$ cat src/rtl/ulms_consts.vh
// Purpose: Constants for the UART line and modem status block
// Assumes: APB byte addresses, 32-bit data, one aligned word per register
// Notes: Register values sit in the low bits, upper bits read as zero
`ifndef ULMS_CONSTS_VH
`define ULMS_CONSTS_VH

// Register byte offsets
`define ULMS_OFF_RX_DATA 8'h00
`define ULMS_OFF_LINE_STATUS 8'h04
`define ULMS_OFF_MODEM_STATUS 8'h08
`define ULMS_OFF_MODEM_CONTROL 8'h0c
`define ULMS_OFF_CONTROL 8'h10
`define ULMS_OFF_INT_STATUS 8'h14
`define ULMS_OFF_INT_MASK 8'h18

// Line status fields
`define ULMS_LS_DATA_READY 0
`define ULMS_LS_OVERRUN 1
`define ULMS_LS_PARITY 2
`define ULMS_LS_FRAMING 3

// Modem control fields
`define ULMS_MC_LOOPBACK 4
`define ULMS_MC_WIDTH 5

// Control fields
`define ULMS_CTL_FIFO_EN 0

// Interrupt status fields
`define ULMS_IS_RX_DATA 0
`define ULMS_IS_LINE_ERR 1
`define ULMS_IS_MODEM 2
`define ULMS_IS_WIDTH 3

// Reset values
`define ULMS_RST_EFC 8'h00
`define ULMS_RST_MC 5'h00
`define ULMS_RST_MASK 3'h0
`define ULMS_RST_SYNC 4'hf

`endif

$ cat src/rtl/ulms_top.v
// Purpose: Line status (low half) and modem status of one UART channel
// Assumes: Receiver datapath on clk_in; modem inputs asynchronous pins
// Notes: APB slave with one wait state; reads have side effects
// Operation
// - A framing error is flagged for the character at the FIFO top.
// - A parity error is flagged for the character at the FIFO top.
// - Overrun is set when a character completes while the FIFO is full.
// - An overrunning character is dropped so stored data stays intact.
// - Data ready reads one while any received character is held.
// - Modem status shares its address with a write-only register.
// - Writes at that address go to extra feature control only.
// - Reading modem status clears the change flags that the read returned.
// - Bit 7 is inverted carrier detect, or control bit 3 in loopback.
// - Bit 6 is inverted ring indicator, or control bit 2 in loopback.
// - Bit 5 is inverted DSR, or control bit 0 in loopback.
// - Bit 4 is inverted CTS, or control bit 1 in loopback.
// - Carrier, DSR and CTS change flags set on either edge.
// - The ring change flag sets only when the ring pin goes 0 to 1.
// - Any set change flag raises the modem status interrupt.
//
// Design decisions made here: the placing of the registers and the APB interface to the registers.
`include "ulms_consts.vh"

module ulms_top #(
   parameter RX_DEPTH = 16,
   parameter RX_AW = 4
)(
   input wire clk_in,
   input wire resetn_in,
   input wire psel_in,
   input wire penable_in,
   input wire pwrite_in,
   input wire [7:0] paddr_in,
   input wire [31:0] pwdata_in,
   output wire [31:0] prdata_out,
   output wire pready_out,
   output wire pslverr_out,
   input wire rx_done_in,
   input wire [7:0] rx_data_in,
   input wire rx_frame_err_in,
   input wire rx_par_err_in,
   input wire cd_n_in,
   input wire ri_n_in,
   input wire dsr_n_in,
   input wire cts_n_in,
   output wire irq_out,
   output wire msi_out,
   output wire [7:0] efc_out,
   output wire [3:0] mcr_out,
   output wire loop_out
);

   // Sticky flag update where a new event beats a clear
   function [7:0] ulms_sticky;
      input [7:0] cur;
      input [7:0] set;
      input [7:0] clr;
      begin
         ulms_sticky = (cur & ~clr) | set;
      end
   endfunction

   reg [31:0] prdata_r;
   reg pready_r;
   reg pslverr_r;
   reg irq_r;
   reg msi_r;
   reg [7:0] efc_r;
   reg [`ULMS_MC_WIDTH-1:0] mcr_r;
   reg fifo_en_r;
   reg [`ULMS_IS_WIDTH-1:0] ist_r;
   reg [`ULMS_IS_WIDTH-1:0] mask_r;
   reg [3:0] ms1_r;
   reg [3:0] ms2_r;
   reg [3:0] prev_r;
   reg [3:0] delta_r;
   reg ovr_r;
   reg [9:0] mem [0:RX_DEPTH-1];
   reg [RX_AW-1:0] wp_r;
   reg [RX_AW-1:0] rp_r;
   reg [RX_AW:0] cnt_r;

   wire capture = psel_in & penable_in & ~pready_r;
   wire done = psel_in & penable_in & pready_r;
   wire wr_done = done & pwrite_in;
   wire rd_done = done & ~pwrite_in;

   // Modem inputs in order cd, ri, dsr, cts
   wire [3:0] pins_n = {cd_n_in, ri_n_in, dsr_n_in, cts_n_in};
   wire loop = mcr_r[`ULMS_MC_LOOPBACK];
   wire [3:0] cur = loop ? {mcr_r[3], mcr_r[2], mcr_r[0], mcr_r[1]}
                         : ~ms2_r;
   wire [3:0] change;
   assign change[3] = cur[3] ^ prev_r[3];
   assign change[2] = prev_r[2] & ~cur[2];
   assign change[1] = cur[1] ^ prev_r[1];
   assign change[0] = cur[0] ^ prev_r[0];
   wire [7:0] modem_status = {cur, delta_r};

   // Receive store; capacity is one when the FIFO is disabled
   wire [RX_AW:0] depth = RX_DEPTH[RX_AW:0];
   wire empty = (cnt_r == {(RX_AW+1){1'b0}});
   wire full = fifo_en_r ? (cnt_r == depth) : ~empty;
   wire push = rx_done_in & ~full;
   wire ovr_set = rx_done_in & full;
   wire [9:0] top = mem[rp_r];
   wire top_fe = ~empty & top[8];
   wire top_pe = ~empty & top[9];
   wire [7:0] line_status = {4'h0, top_fe, top_pe, ovr_r, ~empty};

   wire [RX_AW-1:0] one_a = {{(RX_AW-1){1'b0}}, 1'b1};
   wire [RX_AW:0] one_c = {{RX_AW{1'b0}}, 1'b1};

   // Address match shared by every side-effect decode
   function ulms_hit;
      input [7:0] addr;
      input [7:0] off;
      begin
         ulms_hit = (addr == off);
      end
   endfunction

   // Completed accesses that change state; a read that only
   // reaches the wait state has no side effect yet
   wire rd_rx_done = rd_done & ulms_hit(paddr_in, `ULMS_OFF_RX_DATA);
   wire rd_ls_done = rd_done & ulms_hit(paddr_in, `ULMS_OFF_LINE_STATUS);
   wire rd_ms_done = rd_done & ulms_hit(paddr_in, `ULMS_OFF_MODEM_STATUS);
   wire wr_ctl_done = wr_done & ulms_hit(paddr_in, `ULMS_OFF_CONTROL);
   wire wr_is_done = wr_done & ulms_hit(paddr_in, `ULMS_OFF_INT_STATUS);
   wire pop = rd_rx_done & ~empty;
   wire fifo_en_wr = wr_ctl_done;
   wire flush = fifo_en_wr & (pwdata_in[`ULMS_CTL_FIFO_EN] != fifo_en_r);

   // Read data mux and address decode
   reg [31:0] rd_mux;
   reg mapped;
   always @*
   begin
      rd_mux = 32'h0000_0000;
      mapped = 1'b1;
      case (paddr_in)
         `ULMS_OFF_RX_DATA:
         begin
            rd_mux = {24'h000000, top[7:0]};
         end
         `ULMS_OFF_LINE_STATUS:
         begin
            rd_mux = {24'h000000, line_status};
         end
         // Write side of this address is extra feature control
         `ULMS_OFF_MODEM_STATUS:
         begin
            rd_mux = {24'h000000, modem_status};
         end
         `ULMS_OFF_MODEM_CONTROL:
         begin
            rd_mux = {27'h0000000, mcr_r};
         end
         `ULMS_OFF_CONTROL:
         begin
            rd_mux = {31'h00000000, fifo_en_r};
         end
         `ULMS_OFF_INT_STATUS:
         begin
            rd_mux = {29'h00000000, ist_r};
         end
         `ULMS_OFF_INT_MASK:
         begin
            rd_mux = {29'h00000000, mask_r};
         end
         default:
         begin
            mapped = 1'b0;
         end
      endcase
   end

   // Only flags seen by the captured read are cleared, so a change
   // arriving during the wait state survives to the next read
   wire [3:0] delta_clr = rd_ms_done ? prdata_r[3:0] : 4'h0;
   wire ovr_clr = rd_ls_done & prdata_r[`ULMS_LS_OVERRUN];
   // Line error covers overrun and any errored character stored
   wire ist_modem_set = |change;
   wire ist_line_set = ovr_set | (push & (rx_frame_err_in | rx_par_err_in));
   wire ist_rx_set = push;
   wire [`ULMS_IS_WIDTH-1:0] ist_set = {ist_modem_set, ist_line_set,
      ist_rx_set};
   wire [`ULMS_IS_WIDTH-1:0] ist_clr = wr_is_done
      ? pwdata_in[`ULMS_IS_WIDTH-1:0] : {`ULMS_IS_WIDTH{1'b0}};
   wire [7:0] delta_nxt = ulms_sticky({4'h0, delta_r}, {4'h0, change},
                                      {4'h0, delta_clr});
   wire [7:0] ovr_nxt = ulms_sticky({7'h00, ovr_r}, {7'h00, ovr_set},
                                    {7'h00, ovr_clr});
   wire [7:0] ist_nxt = ulms_sticky({5'h00, ist_r}, {5'h00, ist_set},
                                    {5'h00, ist_clr});

   // APB slave: one wait state, data latched in the wait state
   always @(posedge clk_in or negedge resetn_in)
   begin
      if (!resetn_in)
      begin
         pready_r <= 1'b0;
         prdata_r <= 32'h0000_0000;
         pslverr_r <= 1'b0;
      end
      else
      begin
         pready_r <= capture;
         pslverr_r <= capture & ~mapped;
         // Latched in the wait state so the clear sees what was shown
         if (capture & ~pwrite_in)
         begin
            prdata_r <= rd_mux;
         end
      end
   end

   // Software registers
   always @(posedge clk_in or negedge resetn_in)
   begin
      if (!resetn_in)
      begin
         efc_r <= `ULMS_RST_EFC;
         mcr_r <= `ULMS_RST_MC;
         fifo_en_r <= 1'b0;
         mask_r <= `ULMS_RST_MASK;
      end
      else if (wr_done)
      begin
         case (paddr_in)
            `ULMS_OFF_MODEM_STATUS:
            begin
               efc_r <= pwdata_in[7:0];
            end
            `ULMS_OFF_MODEM_CONTROL:
            begin
               mcr_r <= pwdata_in[`ULMS_MC_WIDTH-1:0];
            end
            `ULMS_OFF_CONTROL:
            begin
               fifo_en_r <= pwdata_in[`ULMS_CTL_FIFO_EN];
            end
            `ULMS_OFF_INT_MASK:
            begin
               mask_r <= pwdata_in[`ULMS_IS_WIDTH-1:0];
            end
            // Read-only, unmapped and interrupt status offsets leave these registers unchanged
            default:
            begin
               efc_r <= efc_r;
            end
         endcase
      end
   end

   // Modem inputs: two-stage synchroniser before edge detection
   always @(posedge clk_in or negedge resetn_in)
   begin
      if (!resetn_in)
      begin
         ms1_r <= `ULMS_RST_SYNC;
         ms2_r <= `ULMS_RST_SYNC;
      end
      else
      begin
         ms1_r <= pins_n;
         ms2_r <= ms1_r;
      end
   end

   // Edge detection on the substituted value; only the second
   // synchroniser stage feeds it, so a metastable first stage
   // never reaches the change flags
   always @(posedge clk_in or negedge resetn_in)
   begin
      if (!resetn_in)
      begin
         prev_r <= 4'h0;
         delta_r <= 4'h0;
         msi_r <= 1'b0;
      end
      else
      begin
         prev_r <= cur;
         delta_r <= delta_nxt[3:0];
         msi_r <= |delta_r;
      end
   end

   // Receive store and overrun
   always @(posedge clk_in or negedge resetn_in)
   begin
      if (!resetn_in)
      begin
         wp_r <= {RX_AW{1'b0}};
         rp_r <= {RX_AW{1'b0}};
         cnt_r <= {(RX_AW+1){1'b0}};
         ovr_r <= 1'b0;
      end
      else
      begin
         ovr_r <= ovr_nxt[0];
         if (flush)
         begin
            wp_r <= {RX_AW{1'b0}};
            rp_r <= {RX_AW{1'b0}};
            cnt_r <= {(RX_AW+1){1'b0}};
         end
         else
         begin
            if (push)
            begin
               wp_r <= wp_r + one_a;
            end
            if (pop)
            begin
               rp_r <= rp_r + one_a;
            end
            // Push and pop together leave the count unchanged
            if (push & ~pop)
            begin
               cnt_r <= cnt_r + one_c;
            end
            else if (pop & ~push)
            begin
               cnt_r <= cnt_r - one_c;
            end
         end
      end
   end

   // Storage has no reset; error bits are used only when counted, but RX data reads return the top entry even when empty
   always @(posedge clk_in)
   begin
      if (push & ~flush)
      begin
         mem[wp_r] <= {rx_par_err_in, rx_frame_err_in, rx_data_in};
      end
   end

   // Interrupt status and output
   always @(posedge clk_in or negedge resetn_in)
   begin
      if (!resetn_in)
      begin
         ist_r <= {`ULMS_IS_WIDTH{1'b0}};
      end
      else
      begin
         ist_r <= ist_nxt[`ULMS_IS_WIDTH-1:0];
      end
   end

   // Registered so the pin never glitches; costs one cycle of lag
   always @(posedge clk_in or negedge resetn_in)
   begin
      if (!resetn_in)
      begin
         irq_r <= 1'b0;
      end
      else
      begin
         irq_r <= |(ist_r & mask_r);
      end
   end

   assign prdata_out = prdata_r;
   assign pready_out = pready_r;
   assign pslverr_out = pslverr_r;
   assign irq_out = irq_r;
   assign msi_out = msi_r;
   assign efc_out = efc_r;
   assign mcr_out = mcr_r[3:0];
   assign loop_out = mcr_r[`ULMS_MC_LOOPBACK];

endmodule

$ cat config.mk
export PLATFORM = sky130hd
export DESIGN_NAME = ulms_top
export DESIGN_NICKNAME = d
export VERILOG_FILES = /design/src/rtl/ulms_top.v
export VERILOG_INCLUDE_DIRS = /design/src /design/src/rtl
export SDC_FILE = /design/constraint.sdc
export NUM_CORES = 1
export LEC_CHECK = 0
export BUFFER_PORTS_ARGS = -buffer_cell sky130_fd_sc_hd__buf_2
export CORE_MARGIN = 2
export CORE_UTILIZATION = 30
export DETAILED_ROUTE_END_ITERATION = 7
export MAX_ROUTING_LAYER = met4
export PLACE_DENSITY = 0.47
export SYNTH_ARGS = -nofsm -noshare
export SYNTH_HDL_FRONTEND = slang
export SYNTH_SLANG_ARGS = --single-unit
$ cat constraint.sdc
create_clock -name clk_in -period 6.4 [get_ports clk_in]
set_input_delay 0.64 -clock clk_in [delete_from_list [all_inputs] [get_ports clk_in]]
set_output_delay 0.64 -clock clk_in [all_outputs]
set_load 0.005 [all_outputs]
-- Yosys cells after proc, flatten, opt, wreduce, memory -nomap -nowiden
Memories as Yosys holds them, arrays and structs flattened.
Cells that the tools add are included.
- register bits after elaboration: 86
- bits in writable memories: 160
- memories kept: 1
- memories (memory ; depth ; width ; read ports ; clocked after Yosys merged registers in ; write ports ; RTL line ; source):
    mem ; 16 ; 10 ; 1 ; 0 ; 1 ; ulms_top.v:78 ; reg [9:0] mem [0:RX_DEPTH-1];
- reductions and logical operators: 13
- multiplexer cells: 15
- eq/ne operators: 8
- add/sub/neg operators: 4
- bitwise operators: 49
- operators with widths (operator ; count):
    $pmux W8 S7 ; 1
    $and A1 B1 Y1 ; 25
    $eq A8 B5 Y1 const B ; 3
    $mux W4 ; 6
    $eq A8 B4 Y1 const B ; 2
    $mux W5 ; 3
    $not A1 Y1 ; 10
    $add A4 B1 Y4 const B ; 2
    $eq A8 B3 Y1 const B ; 1
    $logic_not A8 Y1 ; 1
    $not A4 Y4 ; 2
    $reduce_and A2 Y1 ; 4
    $reduce_or A4 Y1 ; 2
    $reduce_or A7 Y1 ; 1
    $and A3 B3 Y3 ; 2
    $add A5 B1 Y5 const B ; 1
    $eq A5 B5 Y1 const B ; 1
    $logic_not A5 Y1 ; 1
    $sub A5 B1 Y5 const B ; 1
    $and A4 B4 Y4 ; 1
    $mux W1 ; 4
    $or A4 B4 Y4 ; 1
    $reduce_bool A2 Y1 ; 2
    $mux W3 ; 1
    other kinds (7) ; 11

-- Depth between registers and ports, before layout
Gate-level depths: netlist of the first run.
- depth after elaboration: 10
- mapped depth: 12
- gate-level depth less buffers: 10

-- Worst setup path after synthesis of the first run
Ideal clock, no wire load.
- path type: register to register
- start: reg cnt_r[1]
- end: reg cnt_r[4]
- data required time: 6.275 ns
- arrival time: 2.757 ns
- path buffers: 1
- setup time: 0.125 ns
- stages on the path, launching flop included: 12
- path slack: 3.519 ns
- period minus slack after synthesis: 2.881 ns
- path through: dfrtp_1 -> or4_1 -> o2111a_1 -> buf_6 -> nor3_4 -> inv_2 -> fa_1 -> a21o_1 -> a21oi_1 -> nor4_2 -> nor3_1 -> nor3_2
- longest elaborated chain between the ends: 8
- ends and longest elaborated chain (element ; RTL line ; source):
    start: declaration ; ulms_top.v:81 ; reg [RX_AW:0] cnt_r;
    start signal: assignment ; ulms_top.v:297 ; cnt_r <= {(RX_AW+1){1'b0}};
    start signal: assignment ; ulms_top.v:307 ; cnt_r <= {(RX_AW+1){1'b0}};
    start signal: assignment ; ulms_top.v:322 ; cnt_r <= cnt_r + one_c;
    branches (longest 8 deep; another with $sub A5 B1 Y5) ; n/a ;
Parallel ways; which one is timed is not known. The select of a mux whose other input is x is not followed.
A chain may end at the register's enable or synchronous reset.

-- Final worst setup path of the first run
Same ends and word-level chain as after synthesis.

==> results.py, run 1 <==
metrics = {
    "hold_path": {
        "holdPathStages": 1,
        "hold_class": "in -> reg",
    },
    "synth": {
        "synth_area_um2": 9440,
        "synth_top_area_share_pct": 50.89,
        "synth_ff_type": "edfxtp_1",
        "synth_edf_count": 160,
        "synth_most_common_cell": "edfxtp_1",
        "async_reset_ff_share_pct": 27.93,
        "yosysUniqueCellTypes": 65,
        "syn_area_per_cell_um2": 16.77,
        "synth_common_cells": "160 x edfxtp_1, 54 x dfrtp_1, 44 x mux4_2",
        "synth_top_area_cell": "edfxtp_1",
        "yosysSeqAreaShare_pct": 67.44,
        "synthTopCellsByArea": "edfxtp_1 51%, dfrtp_1 14%, mux4_2 10%, dfstp_2 2.2%, buf_4 2.1%",
        "syn_inst": 563,
        "yosys_register_bits": 222,
        "synth_warnings": 0,
    },
    "timing": {
        "fin_skew_ns": 0.01354,
        "relSlewSlack_pct": 37.92,
        "setup_tns_ns": 0,
        "rsz0062_at_grt": "false",
        "clock.fmax_mhz": 306.4,
        "maxSlewViolCount": 0,
        "hold_violations": 0,
        "setup_viol": 0,
        "period_share_pct": 50.99,
        "min_period_ns": 3.263,
        "fin_ws_ns": 3.137,
        "tightest_slew_ns": 0.9302,
    },
    "worst_setup_path": {
        "critical_path.endpoint_type": "flip-flop",
        "startpoint": "cnt_r[1]$_DFFE_PN0P_",
        "cp-start-kind": "flip-flop",
        "cp_data_arrival_time_ns": 3.63,
        "crit_type": "reg -> reg",
        "required_ns": 6.77,
        "ff2ff_path_depth": 10,
        "worstSetupEndpoint": "cnt_r[4]$_DFFE_PN0P_",
        "rr_startpoint": "cnt_r[1]$_DFFE_PN0P_",
        "timing.rr.end": "cnt_r[4]$_DFFE_PN0P_",
        "reg2reg_slack_ns": 3.14,
        "crit_fanout": 9,
    },
    "clock_network": {
        "clk_pin_slew_ns": 0.06,
        "postCtsSetupBuffers": 0,
        "ctsHtreeMaxLevel": 1,
        "clk_latency_ns": 0.52,
        "post_cts_resized": 0,
        "cts.path.max_buffers": 3,
        "clockRootBuffer": "clkbuf_16",
        "cts_buffers": 25,
        "cts_tree": "built",
        "hold_buffers": 0,
        "numClockSinks": 222,
    },
    "die": {
        "dieArea_um2": 32900,
        "die_x_um": 181.4,
        "dieHeight_um": 181.4,
        "rows": 64,
        "io_pins": 109,
        "initial_utilization_pct": 30.70,
        "core-area_um2": 30750,
    },
    "placement": {
        "gp_congestion": 0.7821,
        "portBuffers": 60,
        "post-place-ws_ns": 2.843,
        "place_area_um2": 10050,
        "hpwl_um": 13600,
    },
    "power": {
        "p_leak_nw": 3.899,
        "p_seq_share_pct": 50.3,
        "switching_share_pct": 23.11,
        "combPwrFrac_pct": 7.6,
        "p_int_mw": 2.515,
        "p_per_area_nw_per_um2": 301.5,
        "power_switching_mw": 0.7557,
        "ir_drop_mv": 0.1722,
        "p_total_mw": 3.270,
        "pwr-share-clk_pct": 42.1,
    },
    "global_routing": {
        "grt_pass1_vias": 5286,
        "grt_pass1_wl_um": 32980,
        "grtUsageTotal_pct": 13.62,
        "overflow": 0,
        "antenna_found_initial": 0,
        "grt_max_degree": 63,
    },
    "drt": {
        "wl_um": 21730,
        "avgViaCountPerCell": 4.900,
        "ant_nets": 0,
        "drc_errors": 0,
        "vias": 5116,
        "dr.pass1.iters": 5,
        "wire_per_inst_um": 20.81,
        "drtIter0Drc": 592,
    },
    "run": {
        "maxCapViolCount": 0,
    },
    "outcome": {
        "status": "finished, final reports clean",
    },
    "layout": {
        "final_nets": 699,
        "fin_area_um2": 10850,
        "antenna_cells": 0,
        "layout-drive-gt1-share_pct": 27.01,
        "syn2layout_area_growth_pct": 14.88,
    },
}
[per-layer routing]
metal / vias up / GRT usage, % / part of all wire [%]
met3: 36 / 2.708 / 5.1
met5: - / - / 0
met2: 161 / 22.41 / 49
met4: 0 / 3.154 / 2.4
li1: 2281 / - / -
met1: 2638 / 17.47 / 44
[worst min path at each step]
stage | endpoint | slack (ns) | from
final | ms1_r[0]$_DFF_PN1_ | 0.22 | cts_n_in
after global routing | ms1_r[0]$_DFF_PN1_ | 0.20 | cts_n_in
after CTS | ms1_r[0]$_DFF_PN1_ | 0.20 | cts_n_in
after detailed placement | ms2_r[3]$_DFF_PN1_ | 0.35 | ms1_r[3]$_DFF_PN1_
after global placement | ms2_r[2]$_DFF_PN1_ | 0.35 | ms1_r[2]$_DFF_PN1_
after floorplan | cnt_r[0]$_DFFE_PN0P_ | 0.34 | resetn_in
[power by group through the flow]
stage	sequential (mW)	combinational, mW	clock, mW
floorplan	1.66	0.172	0
global placement	1.67	0.235	0
detailed placement	1.67	0.247	0
CTS	1.64	0.249	1.41
global route	1.65	0.275	1.47
finish	1.65	0.248	1.38
[sequential cells by signal, summed over array words and instances, names as in the netlist, 3 cells and up]
name        cells
mem           160
efc_out         8
prdata_out      8
cnt_r           5
mcr_r           5
delta_r         4
ms1_r           4
ms2_r           4
prev_r          4
rp_r            4
wp_r            4
ist_r           3
mask_r          3
[metrics by stage]
| step | util [%] | instances | hold slack (ns) |
|---|---|---|---|
| 4_1_cts | 35.27 | 1044 | 0.1992 |
| 5_1_grt | 35.27 | 1044 | 0.1991 |
| 6_report | 35.27 | 1044 | 0.2206 |
| 3_3_place_gp | 32.67 | 998 | 0.3475 |
| 2_1_floorplan | - | 586 | 0.3444 |
| 3_5_place_dp | 32.67 | 998 | 0.3503 |
[area by class of cell]
class	instances	area, um2
tap	396	495.5
timing repair buffer	63	322.8
fill	2974	19900
multi-input combinational	305	2814
sequential	222	6369
inverter	12	45.04
clock inverter	15	131.4
clock buffer	31	668.1
[worst max-delay path, stage by stage, from the launching register on]
cell and delay (ns):
dfrtp_1 0.45, or4_1 0.62, o2111a_1 0.41, nor3_4 0.27, inv_2 0.15, fa_1 0.43, a21o_1 0.20, a21oi_1 0.22
nor4_2 0.07, nor3_1 0.24, nor3_2 0.07
[placed cells by master (no fill, tap or decap), types with 8 or more instances in the layout]
cell and n:
edfxtp_1 160, buf_2 60, dfrtp_1 52, mux4_2 44
nand2_1 29, clkbuf_16 25, conb_1 24, and2_1 19
nand3_1 18, mux2i_1 16, mux2_1 13, a21oi_1 12
inv_1 11, nor2_1 11, nor3_1 9, ha_1 9
o21ai_0 8, and3_1 8, clkinv_2 8, dfstp_2 8
[kinds of logic after synthesis]
| group | share of synthesized area, % |
|---|---|
| AND/OR/NAND/NOR | 7.502 |
| buffers and inverters | 3.671 |
| AO/OA/AOI/OAI | 4.374 |
| flip-flops | 67.44 |
| XOR/XNOR | 1.113 |
| other | 0.03972 |
| multiplexers | 14.46 |
| adder cells (fa/ha/maj) | 1.405 |
No activity file was read; power rests on OpenSTA's default activity.
==> run 2, diff against run 1 <==
Settings changed: ABC_AREA set to 1, PLACE_DENSITY 0.47 to 0.48.
Clock period 6.4 ns to 3 ns, I/O delays scaled along.
==> run 2 against run 1 <==
Compared with the run above:
- wire length is 13% higher
- clock skew up 0.0060 ns
- critical path depth fell by 3
- fmax rose by 27%
- synthesized cell count is 66% higher
- largest cell class unchanged
- highest routed layer unchanged
==> results.py, run 2 <==
metrics = {
    "synth": {
        "synthTopCellsByArea": "edfxtp_1 49%, dfrtp_1 14%, nand2_1 9.2%, nand3_1 4.8%, nor2_1 3.5%",
        "synth_edf_count": 160,
        "async_reset_ff_share_pct": 27.93,
        "yosysSeqAreaShare_pct": 64.54,
        "synth_top_area_share_pct": 48.71,
        "synth_warnings": 0,
        "yosysUniqueCellTypes": 42,
        "syn_inst": 936,
        "synth_ff_type": "edfxtp_1",
        "synth_common_cells": "243 x nand2_1, 160 x edfxtp_1, 95 x nand3_1",
        "syn_area_per_cell_um2": 10.54,
        "synth_top_area_cell": "edfxtp_1",
        "synth_most_common_cell": "nand2_1",
        "yosys_register_bits": 222,
        "synth_area_um2": 9864,
    },
    "timing": {
        "setup_viol": 0,
        "relSlewSlack_pct": 25.15,
        "maxSlewViolCount": 0,
        "fin_skew_ns": 0.01959,
        "hold_violations": 0,
        "clock.fmax_mhz": 389.9,
        "rsz0062_at_grt": "false",
        "period_share_pct": 85.49,
        "worst_hold_slack_ns": 0.02760,
        "min_period_ns": 2.565,
        "fin_ws_ns": 0.4354,
        "tightest_slew_ns": 1.119,
        "setup_tns_ns": 0,
    },
    "drt": {
        "drtIter0Drc": 480,
        "drc_errors": 0,
        "dr.pass1.iters": 7,
        "ant_nets": 0,
        "avgViaCountPerCell": 4.455,
        "vias": 6576,
        "wire_per_inst_um": 16.59,
        "wl_um": 24480,
    },
    "global_routing": {
        "grt_max_degree": 89,
        "grt_pass1_wl_um": 37470,
        "grtUsageTotal_pct": 14.85,
        "overflow": 0,
        "grt_pass1_vias": 6358,
        "antenna_found_initial": 0,
    },
    "layout": {
        "multi_input_area_um2": 2947,
        "layout_commonest_cell": "nand2_1",
        "layout_common_cells": "243 x nand2_1, 160 x edfxtp_1, 95 x nand3_1, 91 x nor2_1, 60 x buf_2",
        "final_nets": 1086,
        "fillers": 3246,
        "largest_register_ffs": 160,
        "layout-drive-gt1-share_pct": 16.83,
        "fin_util_pct": 35.47,
        "regArea_um2": 6367,
        "fin_cells": 1476,
        "antenna_cells": 0,
        "regMostFlops": "mem",
        "syn2layout_area_growth_pct": 16.68,
    },
    "worst_setup_path": {
        "critical_path.endpoint_type": "flip-flop",
        "startpoint": "cnt_r[1]$_DFFE_PN0P_",
        "max_stage_delay_ns": 0.87,
        "cp_cell_sequence": "nor2_1 -> nand3_1 -> nand2_1 -> nand3_2 -> inv_2 -> nand2_1 -> nor2_1",
        "rr_startpoint": "cnt_r[1]$_DFFE_PN0P_",
        "crit_type": "reg -> reg",
        "reg2reg_slack_ns": 0.44,
        "crit_fanout": 10,
        "timing.rr.end": "mem[3][5]$_DFFE_PP_",
        "cpMaxStageDelayCell": "nor2_1",
        "ff2ff_path_depth": 7,
        "worstSetupEndpoint": "mem[3][5]$_DFFE_PP_",
        "required_ns": 3.13,
        "cp-start-kind": "flip-flop",
        "cp_data_arrival_time_ns": 2.70,
    },
    "die": {
        "initial_utilization_pct": 30.40,
        "rows": 66,
        "core-area_um2": 32450,
        "io_pins": 109,
        "dieHeight_um": 185.3,
        "dieArea_um2": 34350,
        "die_x_um": 185.3,
    },
    "clock_network": {
        "cts_tree": "built",
        "ctsHtreeMaxLevel": 1,
        "clk_pin_slew_ns": 0.06,
        "post_cts_resized": 0,
        "clockRootBuffer": "clkbuf_16",
        "cts.path.max_buffers": 3,
        "cts_buffers": 24,
        "numClockSinks": 222,
        "clk_latency_ns": 0.53,
    },
    "run": {
        "maxCapViolCount": 0,
    },
    "hold_path": {
        "holdPathStages": 2,
        "hold_class": "in -> reg",
    },
    "placement": {
        "gp_congestion": 0.7782,
        "hpwl_um": 15350,
        "dp.cells": 1425,
        "post-place-ws_ns": 0.3998,
        "portBuffers": 60,
    },
    "power": {
        "p_per_area_nw_per_um2": 630.2,
        "ir_drop_mv": 0.2002,
        "p_leak_nw": 4.682,
    },
    "outcome": {
        "status": "finished, final reports clean",
    },
}
## run 2: changes by cell type after synthesis, sizes merged, moves of 16 or more
cell / previous run / this run
and2: 19 / 0
inv: 12 / 68
mux2: 19 / 3
mux2i: 16 / 0
mux4: 44 / 0
nand2: 30 / 250
nand3: 18 / 103
nor2: 11 / 100
o21ai: 14 / 67
## run 2: how the worst min path moves through the flow
stage | from | endpoint | slack, ns
floorplan | resetn_in | cnt_r[0]$_DFFE_PN0P_ | 0.004
global placement | resetn_in | efc_out[6]$_DFFE_PN0P_ | 0.28
detailed placement | resetn_in | efc_out[6]$_DFFE_PN0P_ | 0.29
CTS | pwdata_in[6] | efc_out[6]$_DFFE_PN0P_ | 0.004
global route | pwdata_in[6] | efc_out[6]$_DFFE_PN0P_ | 0.02
finish | pwdata_in[6] | efc_out[6]$_DFFE_PN0P_ | 0.03
## run 2: cells by family after synthesis
kind of cell | share of synthesized area [%]
xor gates and xnor gates | 0.6215
other | 0.03802
muxes | 0.3424
and+or+nand+nor | 21.06
AOI/OAI and AO/OA | 5.594
DFF | 64.54
adders and majority gates | 1.345
buffers and inverters | 6.469
## run 2: worst max-delay path, delay by kind of cell (launching register included)
family	cells	cell delay, ns
DFF	1	0.43
and+or+nand+nor	6	1.55
buffers and inverters	1	0.19
## run 2: routing by layer
metal  GRT usage, %  vias up  part of all wire (%)
met5              -        -                     0
met4          3.429        0                   1.7
met3          1.671       31                   3.4
met2          24.27      104                    48
met1          19.88     3181                    47
li1               -     3260                     -
## run 2: repair_timing
| action | in CTS | in global routing |
|---|---|---|
| setup buffers | 0 | 0 |
| hold endpoints to repair | 24 | 0 |
| hold buffers | 7 | 0 |
## run 2: power by group
part	leakage (nW)	switching (mW)	internal, mW
sequential	2.19	0.0996	3.44
combinational	2.11	0.493	0.269
clock	0.382	1.25	1.70
total	4.68	1.85	5.41
## run 2: area by class of cell
class	count	share of cell area, %
sequential	222	55.32
clock buffer	27	5.435
clock inverter	17	1.489
timing repair buffer	90	5.044
multi-input combinational	608	25.60
tap	442	4.805
inverter	70	2.305
## run 2: per-stage QoR
step,area (um2),power [mW]
2_1_floorplan,9951,4.136
3_3_place_gp,10640,4.368
3_5_place_dp,10640,4.371
4_1_cts,11510,7.335
5_1_grt,11510,7.570
6_report,11510,7.254
==> run 3, diff against run 2 <==
Settings changed: ABC_AREA 1 to unset, CORE_MARGIN 2 to 1, PLACE_DENSITY 0.48 to 0.47.
Clock period 3 ns to 2.6 ns, I/O delays scaled along.
==> run 3 against run 2 <==
Compared with the run above:
- combinational power is 7.1% higher
- critical path type unchanged
- the flow now finishes with violations (DRC, setup timing)
- largest power group unchanged
- critical endpoint is now cnt_r[4]$_DFFE_PN0P_
- utilization is 1.8 points higher
- global-route usage is 0.20 points lower
- clock power is 6.8% higher
==> results.py, run 3 (synthesis gave the netlist of run 1 again) <==
metrics = {
    "worst_setup_path": {
        "cp-start-kind": "flip-flop",
        "cp_data_arrival_time_ns": 3.06,
        "reg2reg_slack_ns": -0.03,
        "critical_path.endpoint_type": "flip-flop",
        "crit_fanout": 5,
        "crit_type": "reg -> reg",
        "required_ns": 3.03,
    },
    "layout": {
        "multi_input_area_um2": 2855,
        "layout_commonest_cell": "edfxtp_1",
        "layout-drive-gt1-share_pct": 30.76,
        "regArea_um2": 6369,
        "regMostFlops": "mem",
        "final_nets": 752,
        "layout_common_cells": "160 x edfxtp_1, 60 x buf_2, 52 x dfrtp_1, 44 x mux4_2, 31 x buf_4",
        "largest_register_ffs": 160,
        "syn2layout_area_growth_pct": 21.29,
        "fin_area_um2": 11450,
        "fillers": 2895,
    },
    "clock_network": {
        "cts_buffers": 24,
        "clockRootBuffer": "clkbuf_16",
        "cts.path.max_buffers": 3,
        "cts_tree": "built",
        "numClockSinks": 222,
        "ctsHtreeMaxLevel": 1,
        "clk_pin_slew_ns": 0.06,
        "clk_latency_ns": 0.52,
    },
    "drt": {
        "drtIter0Drc": 482,
        "ant_nets": 0,
        "wire_per_inst_um": 20.48,
        "dr.pass1.iters": 8,
        "wl_um": 22450,
        "drc_errors": 28,
        "avgViaCountPerCell": 4.802,
        "vias": 5263,
    },
    "power": {
        "p_total_mw": 7.988,
        "ir_drop_mv": 0.4596,
        "p_per_area_nw_per_um2": 697.6,
        "p_leak_nw": 4.175,
    },
    "die": {
        "io_pins": 109,
        "dieHeight_um": 179.4,
        "core-area_um2": 30750,
        "rows": 64,
        "dieArea_um2": 32180,
        "die_x_um": 179.4,
        "initial_utilization_pct": 30.70,
    },
    "placement": {
        "hpwl_um": 14910,
        "portBuffers": 60,
        "gp_congestion": 0.7800,
        "place_area_um2": 10580,
    },
    "timing": {
        "worst_hold_slack_ns": 0.04081,
        "maxSlewViolCount": 0,
        "rsz0062_at_grt": "true",
        "setup_tns_ns": -0.02667,
        "setup_viol": 1,
        "hold_violations": 0,
        "clock.fmax_mhz": 380.7,
        "relSlewSlack_pct": 44.72,
        "min_period_ns": 2.627,
        "period_share_pct": 101.0,
        "fin_ws_ns": -0.02667,
        "tightest_slew_ns": 0.8292,
        "fin_skew_ns": 0.01909,
    },
    "global_routing": {
        "grt_pass1_wl_um": 33650,
        "grtUsageTotal_pct": 14.64,
        "overflow": 0,
        "grt_max_degree": 46,
        "antenna_found_initial": 1,
        "grt_pass1_vias": 5336,
    },
    "run": {
        "maxCapViolCount": 0,
    },
    "outcome": {
        "status": "complete, but fails checks",
        "violations": "DRC, setup timing",
    },
    "hold_path": {
        "hold_class": "in -> reg",
    },
}
==> run 3: path summary, 6_finish.rpt <==
| check | start | endpoint | cells after the start |
|---|---|---|---|
| min in group asynchronous | resetn_in | cnt_r[2]$_DFFE_PN0P_ | 2 |
| min | pwdata_in[2] | efc_out[2]$_DFFE_PN0P_ | 2 |
| max reg2reg | cnt_r[1]$_DFFE_PN0P_ | cnt_r[4]$_DFFE_PN0P_ | 10 |
| max | cnt_r[1]$_DFFE_PN0P_ | cnt_r[4]$_DFFE_PN0P_ | 10 |
| max in group asynchronous | resetn_in | ms1_r[1]$_DFF_PN1_ | 3 |
| min reg2reg | ms1_r[3]$_DFF_PN1_ | ms2_r[3]$_DFF_PN1_ | 0 |
==> run 3: where the power goes <==
| group | switching, mW | internal (mW) |
|---|---|---|
| sequential | 0.0970 | 3.92 |
| clock | 1.33 | 1.82 |
| combinational | 0.448 | 0.367 |
| total | 1.88 | 6.11 |
==> run 3: metrics by stage <==
stage	util (%)	cells	setup WS, ns
global placement	34.40	1041	-0.03486
global route	37.24	1096	-0.1585
detailed placement	34.40	1041	-0.09756
finish	37.24	1096	-0.02667
floorplan	-	586	-0.2174
CTS	37.10	1094	-0.07119
==> run 3: final cells by class <==
type	instances	area share [%]
diodes	1	0.02186
clock buffers	36	5.999
clock inverters	7	0.3715
inverters	12	0.3934
multi-input cells	305	24.94
flip-flops and latches	222	55.62
well taps	396	4.327
repair buffers	117	8.327
==> run 3: layer usage <==
metal  wire length [um]  up-vias  GRT usage (%)
met4                457        0          3.081
met2              10870      139          24.29
met3                924       34          2.152
met5                  0        -              -
met1              10190     2709          19.06
li1                   -     2381              -
==> run 3: what timing repair did <==
| action | 4_1_cts | 5_1_grt |
|---|---|---|
| hold endpoints to repair | 44 | 0 |
| hold buffers | 10 | 0 |
| setup buffers | 0 | 1 |
| gates resized for setup | 1 | 5 |
| endpoints found under the setup margin | 1 | 92 |
| pin swaps | 3 | 4 |
==> run 3: critical path, cell delays in order (launching register included) <==
cell and delay (ns):
dfrtp_1 0.39, or4_4 0.55, o2111a_2 0.29, nor3_4 0.13
inv_2 0.08, fa_2 0.35, a21o_1 0.19, a21oi_2 0.17
o211a_1 0.18, nor3_1 0.06, nor3_2 0.14
